[src/common/bridge_sideband_pkg.sv]
// Summary of operation
// - both sideband requests low select guaranteed access, flush alone selects non-guaranteed mode, memory request alone selects an interrupt controller flush.
// - held posted writes drain whenever present; a sideband request waits until all have drained, the io bus request asserted except after a retry.
// - after a retry during the drain the io bus request is dropped as soon as the priority agent request is seen, not held until the drain ends.
// - before the memory grant is given, a retried posted write is reissued only after a fresh arbitration round on the priority agent request.
// - no inbound write is posted from the moment an outbound memory read, io read or io write leaves its queue until it has fully completed.
// - a retry of the final transfer of a multi-transfer outbound cycle does not end the posting block, only full completion does.
// - bit 6 of the bridge configuration register enables atomic read locking, which holds other pci masters off while a locked read is pending.
// - software can disable inbound write posting, so that inbound writes are refused rather than buffered.
package bridge_sideband_pkg;

	// ***********************************************************
	// register map
	// ***********************************************************
	localparam logic [7:0] CFG_OFFSET = 8'h4c;
	localparam logic [7:0] STATUS_OFFSET = 8'h50;
	localparam logic [7:0] CFG_RESET = 8'h00;
	localparam int CFG_POST_EN_BIT = 1;
	localparam int CFG_LOCK_BIT = 6;
	localparam int ST_DRAIN_BIT = 0;
	localparam int ST_GRANT_BIT = 1;
	localparam int ST_BLOCK_BIT = 2;
	localparam int ST_IOREQ_BIT = 3;
	localparam int ST_MODE_LSB = 4;
	localparam int ST_COUNT_LSB = 8;

	// ***********************************************************
	// pin synchroniser
	// ***********************************************************
	localparam logic [2:0] SYNC_RESET = 3'h7;

	// ***********************************************************
	// types
	// ***********************************************************
	typedef enum logic [1:0] {
		MODE_NONE,
		MODE_GUARANTEED,
		MODE_NON_GUARANTEED,
		MODE_INT_CTRL_FLUSH
	} sideband_mode_t;

	typedef enum logic [2:0] {
		DR_IDLE,
		DR_LOAD,
		DR_FETCH,
		DR_ISSUE,
		DR_BACKOFF,
		DR_REARB_LOW,
		DR_REARB_REQ
	} drain_state_t;

	// ***********************************************************
	// decode of the sideband request pair
	// ***********************************************************
	function automatic sideband_mode_t decode_mode(input logic flushReq,
		input logic memory_access_request);
		sideband_mode_t m;
		m = MODE_NONE;
		if (flushReq && memory_access_request) begin
			m = MODE_GUARANTEED;
		end else if (flushReq) begin
			m = MODE_NON_GUARANTEED;
		end else if (memory_access_request) begin
			m = MODE_INT_CTRL_FLUSH;
		end
		return m;
	endfunction

endpackage

[src/design/posted_write_store.sv]
module posted_write_store #(
	parameter int WIDTH = 64,
	parameter int DEPTH = 4,
	parameter int PTR_W = 2
) (
	input wire logic ref_clk,
	input wire logic rst_n,
	input wire logic wrEn,
	input wire logic [PTR_W-1:0] wrAddr,
	input wire logic [WIDTH-1:0] wrData,
	input wire logic [PTR_W-1:0] rdAddr,
	output logic [WIDTH-1:0] rdData
);

	typedef struct packed {
		logic [DEPTH-1:0][WIDTH-1:0] mem;
		logic [WIDTH-1:0] rdData;
	} store_t;

	store_t s;
	store_t n;

	// ***********************************************************
	// storage with registered read
	// ***********************************************************
	always_comb begin
		n = s;
		n.rdData = s.mem[rdAddr];
		if (wrEn) begin
			n.mem[wrAddr] = wrData;
		end
	end

	always_ff @(posedge ref_clk) begin
		if (!rst_n) begin
			s <= '0;
		end else begin
			s <= n;
		end
	end

	assign rdData = s.rdData;

endmodule

[src/design/bridge_sideband_flush_posting.sv]
module bridge_sideband_flush_posting #(
	parameter int ADDR_W = 32,
	parameter int DATA_W = 32,
	parameter int DEPTH = 4
) (
	input wire logic ref_clk,
	input wire logic rst_n,
	input wire logic [7:0] address,
	input wire logic read,
	input wire logic write,
	input wire logic [31:0] writedata,
	input wire logic [3:0] byteenable,
	output logic [31:0] readdata,
	output logic waitrequest,
	input wire logic flushBuffersRequestN,
	input wire logic memoryAccessRequestN,
	output logic memoryAccessGrantN,
	output logic [1:0] sidebandMode,
	input wire logic inWriteReq,
	input wire logic [ADDR_W-1:0] inWriteAddr,
	input wire logic [DATA_W-1:0] inWriteData,
	output logic inWritePosted,
	output logic inWriteRefused,
	input wire logic outboundStart,
	input wire logic outboundIsRead,
	input wire logic outboundComplete,
	output logic inboundBlocked,
	output logic lockAtomicReads,
	output logic pciLockHold,
	output logic ioBusRequestN,
	input wire logic priorityAgentRequestN,
	output logic hostWriteValid,
	output logic [ADDR_W-1:0] hostWriteAddr,
	output logic [DATA_W-1:0] hostWriteData,
	input wire logic hostWriteDone,
	input wire logic hostWriteRetry
);

	localparam int PTR_W = (DEPTH > 1) ? $clog2(DEPTH) : 1;
	localparam int CNT_W = $clog2(DEPTH + 1);
	localparam int WORD_W = ADDR_W + DATA_W;
	localparam logic [CNT_W-1:0] FULL_COUNT = CNT_W'(DEPTH);
	localparam logic [PTR_W-1:0] LAST_PTR = PTR_W'(DEPTH - 1);

	typedef struct packed {
		logic [2:0] flushSync;
		logic [2:0] memSync;
		logic [2:0] priSync;
		logic flushFlt;
		logic memFlt;
		logic priFlt;
		bridge_sideband_pkg::sideband_mode_t mode;
		logic grantN;
		logic draining;
		logic [7:0] cfg;
		logic waitReq;
		logic [31:0] rdata;
		logic posted;
		logic refused;
		logic block;
		logic blockRead;
		logic lockHold;
		logic [PTR_W-1:0] head;
		logic [PTR_W-1:0] tail;
		logic [CNT_W-1:0] count;
		bridge_sideband_pkg::drain_state_t drain;
		logic ioReqN;
		logic hostValid;
		logic [ADDR_W-1:0] hostAddr;
		logic [DATA_W-1:0] hostData;
	} state_t;

	state_t s;
	state_t n;
	logic push;
	logic pop;
	logic [WORD_W-1:0] storeRd;

	// ***********************************************************
	// helpers
	// ***********************************************************
	function automatic logic reg_hit(input logic [7:0] a,
		input logic [7:0] off);
		return a == off;
	endfunction

	function automatic logic [PTR_W-1:0] next_ptr(input logic [PTR_W-1:0] p);
		logic [PTR_W-1:0] r;
		r = (p == LAST_PTR) ? '0 : PTR_W'(p + 1'b1);
		return r;
	endfunction

	// ***********************************************************
	// posted write storage
	// ***********************************************************
	posted_write_store #(
		.WIDTH(WORD_W),
		.DEPTH(DEPTH),
		.PTR_W(PTR_W)
	) u_store (
		.ref_clk(ref_clk),
		.rst_n(rst_n),
		.wrEn(push),
		.wrAddr(s.tail),
		.wrData({inWriteAddr, inWriteData}),
		.rdAddr(s.head),
		.rdData(storeRd)
	);

	// ***********************************************************
	// next state
	// ***********************************************************
	always_comb begin
		logic sbActive;
		logic priOn;
		logic allow;
		logic reqOn;
		logic [31:0] rdWord;
		sbActive = 1'b0;
		priOn = 1'b0;
		allow = 1'b0;
		reqOn = 1'b0;
		rdWord = '0;
		n = s;
		push = 1'b0;
		pop = 1'b0;

		// pins pass three stages, a change counts when stages two and
		// three agree
		n.flushSync = {s.flushSync[1:0], flushBuffersRequestN};
		n.memSync = {s.memSync[1:0], memoryAccessRequestN};
		n.priSync = {s.priSync[1:0], priorityAgentRequestN};
		if (s.flushSync[1] == s.flushSync[2]) begin
			n.flushFlt = s.flushSync[2];
		end
		if (s.memSync[1] == s.memSync[2]) begin
			n.memFlt = s.memSync[2];
		end
		if (s.priSync[1] == s.priSync[2]) begin
			n.priFlt = s.priSync[2];
		end
		priOn = !s.priFlt;

		// sideband decode
		n.mode = bridge_sideband_pkg::decode_mode(!s.flushFlt,
			!s.memFlt);
		sbActive = s.mode != bridge_sideband_pkg::MODE_NONE;

		// outbound cycle block, a start wins over a completion
		n.block = outboundStart || (s.block && !outboundComplete);
		// a retried final transfer leaves the block standing
		if (outboundStart) begin
			n.blockRead = outboundIsRead;
		end
		n.lockHold = s.cfg[bridge_sideband_pkg::CFG_LOCK_BIT] && n.block
			&& n.blockRead;

		// inbound posting decision
		allow = s.cfg[bridge_sideband_pkg::CFG_POST_EN_BIT]
			&& !s.block && !outboundStart
			&& !sbActive && (s.count != FULL_COUNT);
		n.posted = 1'b0;
		n.refused = 1'b0;
		if (inWriteReq) begin
			if (allow) begin
				push = 1'b1;
				n.posted = 1'b1;
				n.tail = next_ptr(s.tail);
			end else begin
				n.refused = 1'b1;
			end
		end

		// drain toward the processor bus
		case (s.drain)
			bridge_sideband_pkg::DR_IDLE: begin
				if (s.count != '0) begin
					n.drain = bridge_sideband_pkg::DR_LOAD;
				end
			end
			bridge_sideband_pkg::DR_LOAD: begin
				n.drain = bridge_sideband_pkg::DR_FETCH;
			end
			bridge_sideband_pkg::DR_FETCH: begin
				if (priOn) begin
					n.drain = bridge_sideband_pkg::DR_ISSUE;
					n.hostValid = 1'b1;
					n.hostAddr = storeRd[WORD_W-1 -: ADDR_W];
					n.hostData = storeRd[DATA_W-1:0];
				end
			end
			bridge_sideband_pkg::DR_ISSUE: begin
				if (hostWriteDone) begin
					pop = 1'b1;
					n.hostValid = 1'b0;
					n.head = next_ptr(s.head);
					n.drain = bridge_sideband_pkg::DR_IDLE;
				end else if (hostWriteRetry) begin
					n.hostValid = 1'b0;
					n.drain = bridge_sideband_pkg::DR_BACKOFF;
				end
			end
			bridge_sideband_pkg::DR_BACKOFF: begin
				if (priOn) begin
					n.drain = bridge_sideband_pkg::DR_REARB_LOW;
				end
			end
			bridge_sideband_pkg::DR_REARB_LOW: begin
				if (!priOn) begin
					n.drain = bridge_sideband_pkg::DR_REARB_REQ;
				end
			end
			bridge_sideband_pkg::DR_REARB_REQ: begin
				if (priOn) begin
					n.drain = bridge_sideband_pkg::DR_ISSUE;
					n.hostValid = 1'b1;
				end
			end
			default: begin
				n.drain = bridge_sideband_pkg::DR_IDLE;
				n.hostValid = 1'b0;
			end
		endcase

		// occupancy
		case ({push, pop})
			2'b10: n.count = CNT_W'(s.count + 1'b1);
			2'b01: n.count = CNT_W'(s.count - 1'b1);
			default: n.count = s.count;
		endcase

		// io bus request held across the drain, dropped after a retry
		case (n.drain)
			bridge_sideband_pkg::DR_LOAD,
			bridge_sideband_pkg::DR_FETCH,
			bridge_sideband_pkg::DR_ISSUE,
			bridge_sideband_pkg::DR_BACKOFF,
			bridge_sideband_pkg::DR_REARB_REQ: reqOn = 1'b1;
			bridge_sideband_pkg::DR_IDLE: reqOn = n.count != '0;
			default: reqOn = 1'b0;
		endcase
		n.ioReqN = !reqOn;

		// memory grant after the drain, held with the request
		n.draining = sbActive && ((n.count != '0)
			|| (n.drain != bridge_sideband_pkg::DR_IDLE));
		n.grantN = !(sbActive && (!s.grantN || !n.draining));

		// register bus, one wait cycle per access
		rdWord = '0;
		if (reg_hit(address, bridge_sideband_pkg::CFG_OFFSET)) begin
			rdWord[7:0] = s.cfg;
		end else if (reg_hit(address, bridge_sideband_pkg::STATUS_OFFSET))
			begin
			rdWord[bridge_sideband_pkg::ST_DRAIN_BIT] = s.draining;
			rdWord[bridge_sideband_pkg::ST_GRANT_BIT] = !s.grantN;
			rdWord[bridge_sideband_pkg::ST_BLOCK_BIT] = s.block;
			rdWord[bridge_sideband_pkg::ST_IOREQ_BIT] = !s.ioReqN;
			rdWord[bridge_sideband_pkg::ST_MODE_LSB +: 2] = s.mode;
			rdWord[bridge_sideband_pkg::ST_COUNT_LSB +: CNT_W] = s.count;
		end
		n.waitReq = 1'b1;
		if ((read || write) && s.waitReq) begin
			n.waitReq = 1'b0;
			n.rdata = rdWord;
		end
		if (write && !s.waitReq && byteenable[0]
			&& reg_hit(address, bridge_sideband_pkg::CFG_OFFSET)) begin
			n.cfg = writedata[7:0];
		end
	end

	// ***********************************************************
	// state register
	// ***********************************************************
	always_ff @(posedge ref_clk) begin
		if (!rst_n) begin
			s <= '0;
			s.flushSync <= bridge_sideband_pkg::SYNC_RESET;
			s.memSync <= bridge_sideband_pkg::SYNC_RESET;
			s.priSync <= bridge_sideband_pkg::SYNC_RESET;
			s.flushFlt <= 1'b1;
			s.memFlt <= 1'b1;
			s.priFlt <= 1'b1;
			s.mode <= bridge_sideband_pkg::MODE_NONE;
			s.grantN <= 1'b1;
			s.cfg <= bridge_sideband_pkg::CFG_RESET;
			s.waitReq <= 1'b1;
			s.drain <= bridge_sideband_pkg::DR_IDLE;
			s.ioReqN <= 1'b1;
		end else begin
			s <= n;
		end
	end

	// ***********************************************************
	// outputs
	// ***********************************************************
	assign readdata = s.rdata;
	assign waitrequest = s.waitReq;
	assign memoryAccessGrantN = s.grantN;
	assign sidebandMode = s.mode;
	assign inWritePosted = s.posted;
	assign inWriteRefused = s.refused;
	assign inboundBlocked = s.block;
	assign lockAtomicReads = s.cfg[bridge_sideband_pkg::CFG_LOCK_BIT];
	assign pciLockHold = s.lockHold;
	assign ioBusRequestN = s.ioReqN;
	assign hostWriteValid = s.hostValid;
	assign hostWriteAddr = s.hostAddr;
	assign hostWriteData = s.hostData;

endmodule

[config.mk]
export PLATFORM = sky130hd
export DESIGN_NAME = bridge_sideband_flush_posting
export DESIGN_NICKNAME = d
export VERILOG_FILES = /design/src/common/bridge_sideband_pkg.sv /design/src/design/posted_write_store.sv /design/src/design/bridge_sideband_flush_posting.sv
export SDC_FILE = /design/constraint.sdc
export NUM_CORES = 1
export LEC_CHECK = 0
export ABC_AREA = 1
export BUFFER_PORTS_ARGS = -buffer_cell sky130_fd_sc_hd__buf_4
export CAP_MARGIN = 40
export CORE_MARGIN = 2
export CORE_UTILIZATION = 39
export DETAILED_ROUTE_END_ITERATION = 16
export HOLD_SLACK_MARGIN = 0.06
export PLACE_DENSITY_LB_ADDON = 0.25
export SYNTH_ARGS = -nofsm -noshare
export SYNTH_HDL_FRONTEND = slang
export SYNTH_SLANG_ARGS = --single-unit
[constraint.sdc]
create_clock -name ref_clk -period 5.7 [get_ports ref_clk]
set_clock_uncertainty 0.05 [all_clocks]
set_input_delay 0.57 -clock ref_clk [delete_from_list [all_inputs] [get_ports ref_clk]]
set_output_delay 0.57 -clock ref_clk [all_outputs]
set_load 0.01 [all_outputs]
==> results.toml <==
[sta]
finalHoldViolCount = 0
maxSlewViolCount = 0
fin_crit_sh = 0.478
layout_setup_ws_ns = 2.97
fin_setup_tns_ns = 0
slew_headroom = 0.417
worst_pin_slew_ns = 0.874
clock.fmax_mhz = 367
fin_crit_ns = 2.73
rsz0062_at_grt = "false"
setup_violations = 0

[clocking]
clock_path_buffers = 3
cts_sinks = 437
path_clk_slew_ns = 0.06
hold_buffers = 0
cts_buffers = 49
post_cts_resized = 0
post_cts_buffers = 0
htreeDepth = 2
cts_root_buf = "clkbuf_16"
cts_tree = "done"
clock_latency_ns = 0.58

[run]
drv_cap = 0

[critical_path]
rr_endpoint = "memoryAccessGrantN"
crit_path_start_kind = "flop"
required_ns = 6.11
crit_chain = "nor2_2 > nand4_1 > nor2_4 > nand2_1 > ha_1 > fa_1 > inv_1 > nand2_1 > nand2_1 > nand4_1 > nor2_1 > nand2_1 > nand2_1 > nand2_1"
critPathTopFamily = "simple AND/OR/NAND/NOR gates"
reg2reg_from = "sidebandMode[1]"
worst_path_largest_cell_delay_ns = 0.44
critPathArrivalTime_ns = 3.14
path_class = "reg2reg"
cpMaxStageDelayCell = "fa_1"
startpoint = "sidebandMode[1]"
worst_setup_path_end_kind = "flop"
reg2reg_slack_ns = 2.97
path_max_fanout = 6
critPathBufInv = 1
reg2reg_depth = 14
path_common_cell = "nand2_1"

[routing]
final_antenna_net_count = 0
drt_iter0_markers = 1102
post_drt_wl_per_cell_um = 14.4
vias_per_cell = 4.66
drtPass1Iterations = 5
drc_errors = 0
vias = 17600
routed_wl_um = 54300

[floorplanning]
io_pins = 228
start_util = 0.394
dieArea_um2 = 53500
die_y_um = 231
placeableCoreArea_um2 = 51200
num_rows = 83
fp.dieW_um = 231

[grt]
met3_usage = 0.0266
use_met2 = 0.345
grt_pass1_vias = 16800
antenna_found_initial = 1
groute.usage.overall = 0.200
grt_pass1_wl_um = 86800
busiest_layer = "met2"
grt_max_degree = 136
use_met1 = 0.256
grt-ovfl-total = 0

[logic_synthesis]
syn-mean-instance-area_um2 = 6.60
synthCells = 3054
ys_warn_count = 0
ys_types = 28
seq_area_frac_synth = 0.434
ys_seq_elements = 437
synth_area_um2 = 20200

[power]
cellLeakagePower_nw = 10.3
vdd_ir_drop_max_mv = 0.186
power_density_nw_per_um2 = 279

[placement]
place_area_um2 = 21400
hpwl_um = 30800
place_inst = 3680
place_ws_ns = 2.78
gp_congestion = 0.770
port_buffers = 179

[layout]
stdcell_count = 3770
final_nets = 3179
postLayoutCoreUtil = 0.448
synthToLayoutAreaGrowth_pct = 13.8
drive_above_1_share = 0.102
final.fill_count = 5203
fin_area_um2 = 22900

[hold_path]
min_path_type = "in2reg"
holdPathEnd = "n[130]"
hp-start = "priorityAgentRequestN"
hold_depth = 2

[outcome]
run_status = "finished clean"
where the power goes:
group	internal [mW]	switching [mW]
Clock	1.83	1.27
Sequential	3.06	0.00372
Combinational	0.0873	0.154
how the worst max path moves through the flow:
stage	cells after the start	end
final	14	memoryAccessGrantN
after detailed placement	15	memoryAccessGrantN
after global placement	8	u_store.s[156]
after CTS	14	memoryAccessGrantN
after global routing	14	memoryAccessGrantN
after floorplan	14	memoryAccessGrantN
sequential cells by signal, summed over array words and instances (netlist names), 2 cells and up:
signal	cells
u_store.s	256
u_store.rdData	64
hostWriteAddr	32
hostWriteData	32
s	25
readdata	11
n	6
sidebandMode	2
layer usage:
layer	wire, µm	part of all wire
met5	0	0
met4	1460	0.027
met3	2700	0.050
met2	25900	0.48
met1	24200	0.45
kinds of logic (layout without fill, tap and decap cells):
family	after synthesis	after routing	share of synthesized area
buffers and inverters	891	906	0.189
AO/OA/AOI/OAI	433	433	0.109
other	1	22	0.000186
AND/OR/NAND/NOR	1284	1284	0.263
flip-flops	437	437	0.434
XOR/XNOR	1	1	0.000435
adder cells (fa/ha/maj)	7	7	0.00472
layout by cell type (no fill, tap or decap), types with 2 or more instances in the layout:
master,n
clkbuf_8,13
ha_2,4
o21ai_0,209
buf_4,196
a21oi_1,212
buf_12,8
ha_1,2
dfxtp_1,435
conb_1,21
nand3_1,281
o31ai_1,3
nor2_4,2
or2_2,10
clkbuf_16,50
clkinv_2,6
nor3_1,4
nand2_1,555
a31oi_1,7
nor2_1,413
buf_16,5
inv_2,6
nand3_4,4
clkbuf_1,18
inv_1,598
nand4_1,11
final cells by class:
type	count	area, µm²	area share
multi-input cells	1746	7700	0.335
well taps	680	851	0.0371
clock buffers	81	1500	0.0653
flip-flops and latches	437	8750	0.381
inverters	606	2280	0.0993
diodes	1	2.50	0.000109
clock inverters	8	78.8	0.00343
repair buffers	211	1790	0.0780
synth_stat cells:
cell type  count  area (µm²)
inv_1        599        2250
nand2_1      555        2080
dfxtp_1      437        8750
nor2_1       413        1550
nand3_1      282        1410
a21oi_1      212        1060
o21ai_0      209        1050
buf_4        106         796
clkbuf_1     100         375
buf_2         53         265
buf_1         26        97.6
nand4_1       11        68.8
or2_2         10        62.6
a31oi_1        7        43.8
inv_2          7        26.3
ha_1           6        75.1
nand3_4        4        70.1
nor3_1         4        20.0
o31ai_1        3        22.5
nor2_2         2        12.5
a21boi_0       1        7.51
and3b_1        1        8.76
conb_1         1        3.75
fa_1           1        20.0
nor2_4         1        11.3
nor3b_1        1        7.51
o21a_1         1        7.51
xor2_1         1        8.76
metrics by stage:
| step | hold WS [ns] | total power, mW |
|---|---|---|
| after global placement | 0.350 | 3.37 |
| final | 0.136 | 6.40 |
| after CTS | 0.103 | 6.48 |
| after detailed placement | 0.349 | 3.38 |
| after global routing | 0.121 | 6.63 |
| after floorplan | 0.343 | 3.28 |
(Power assumes the default switching activity.)
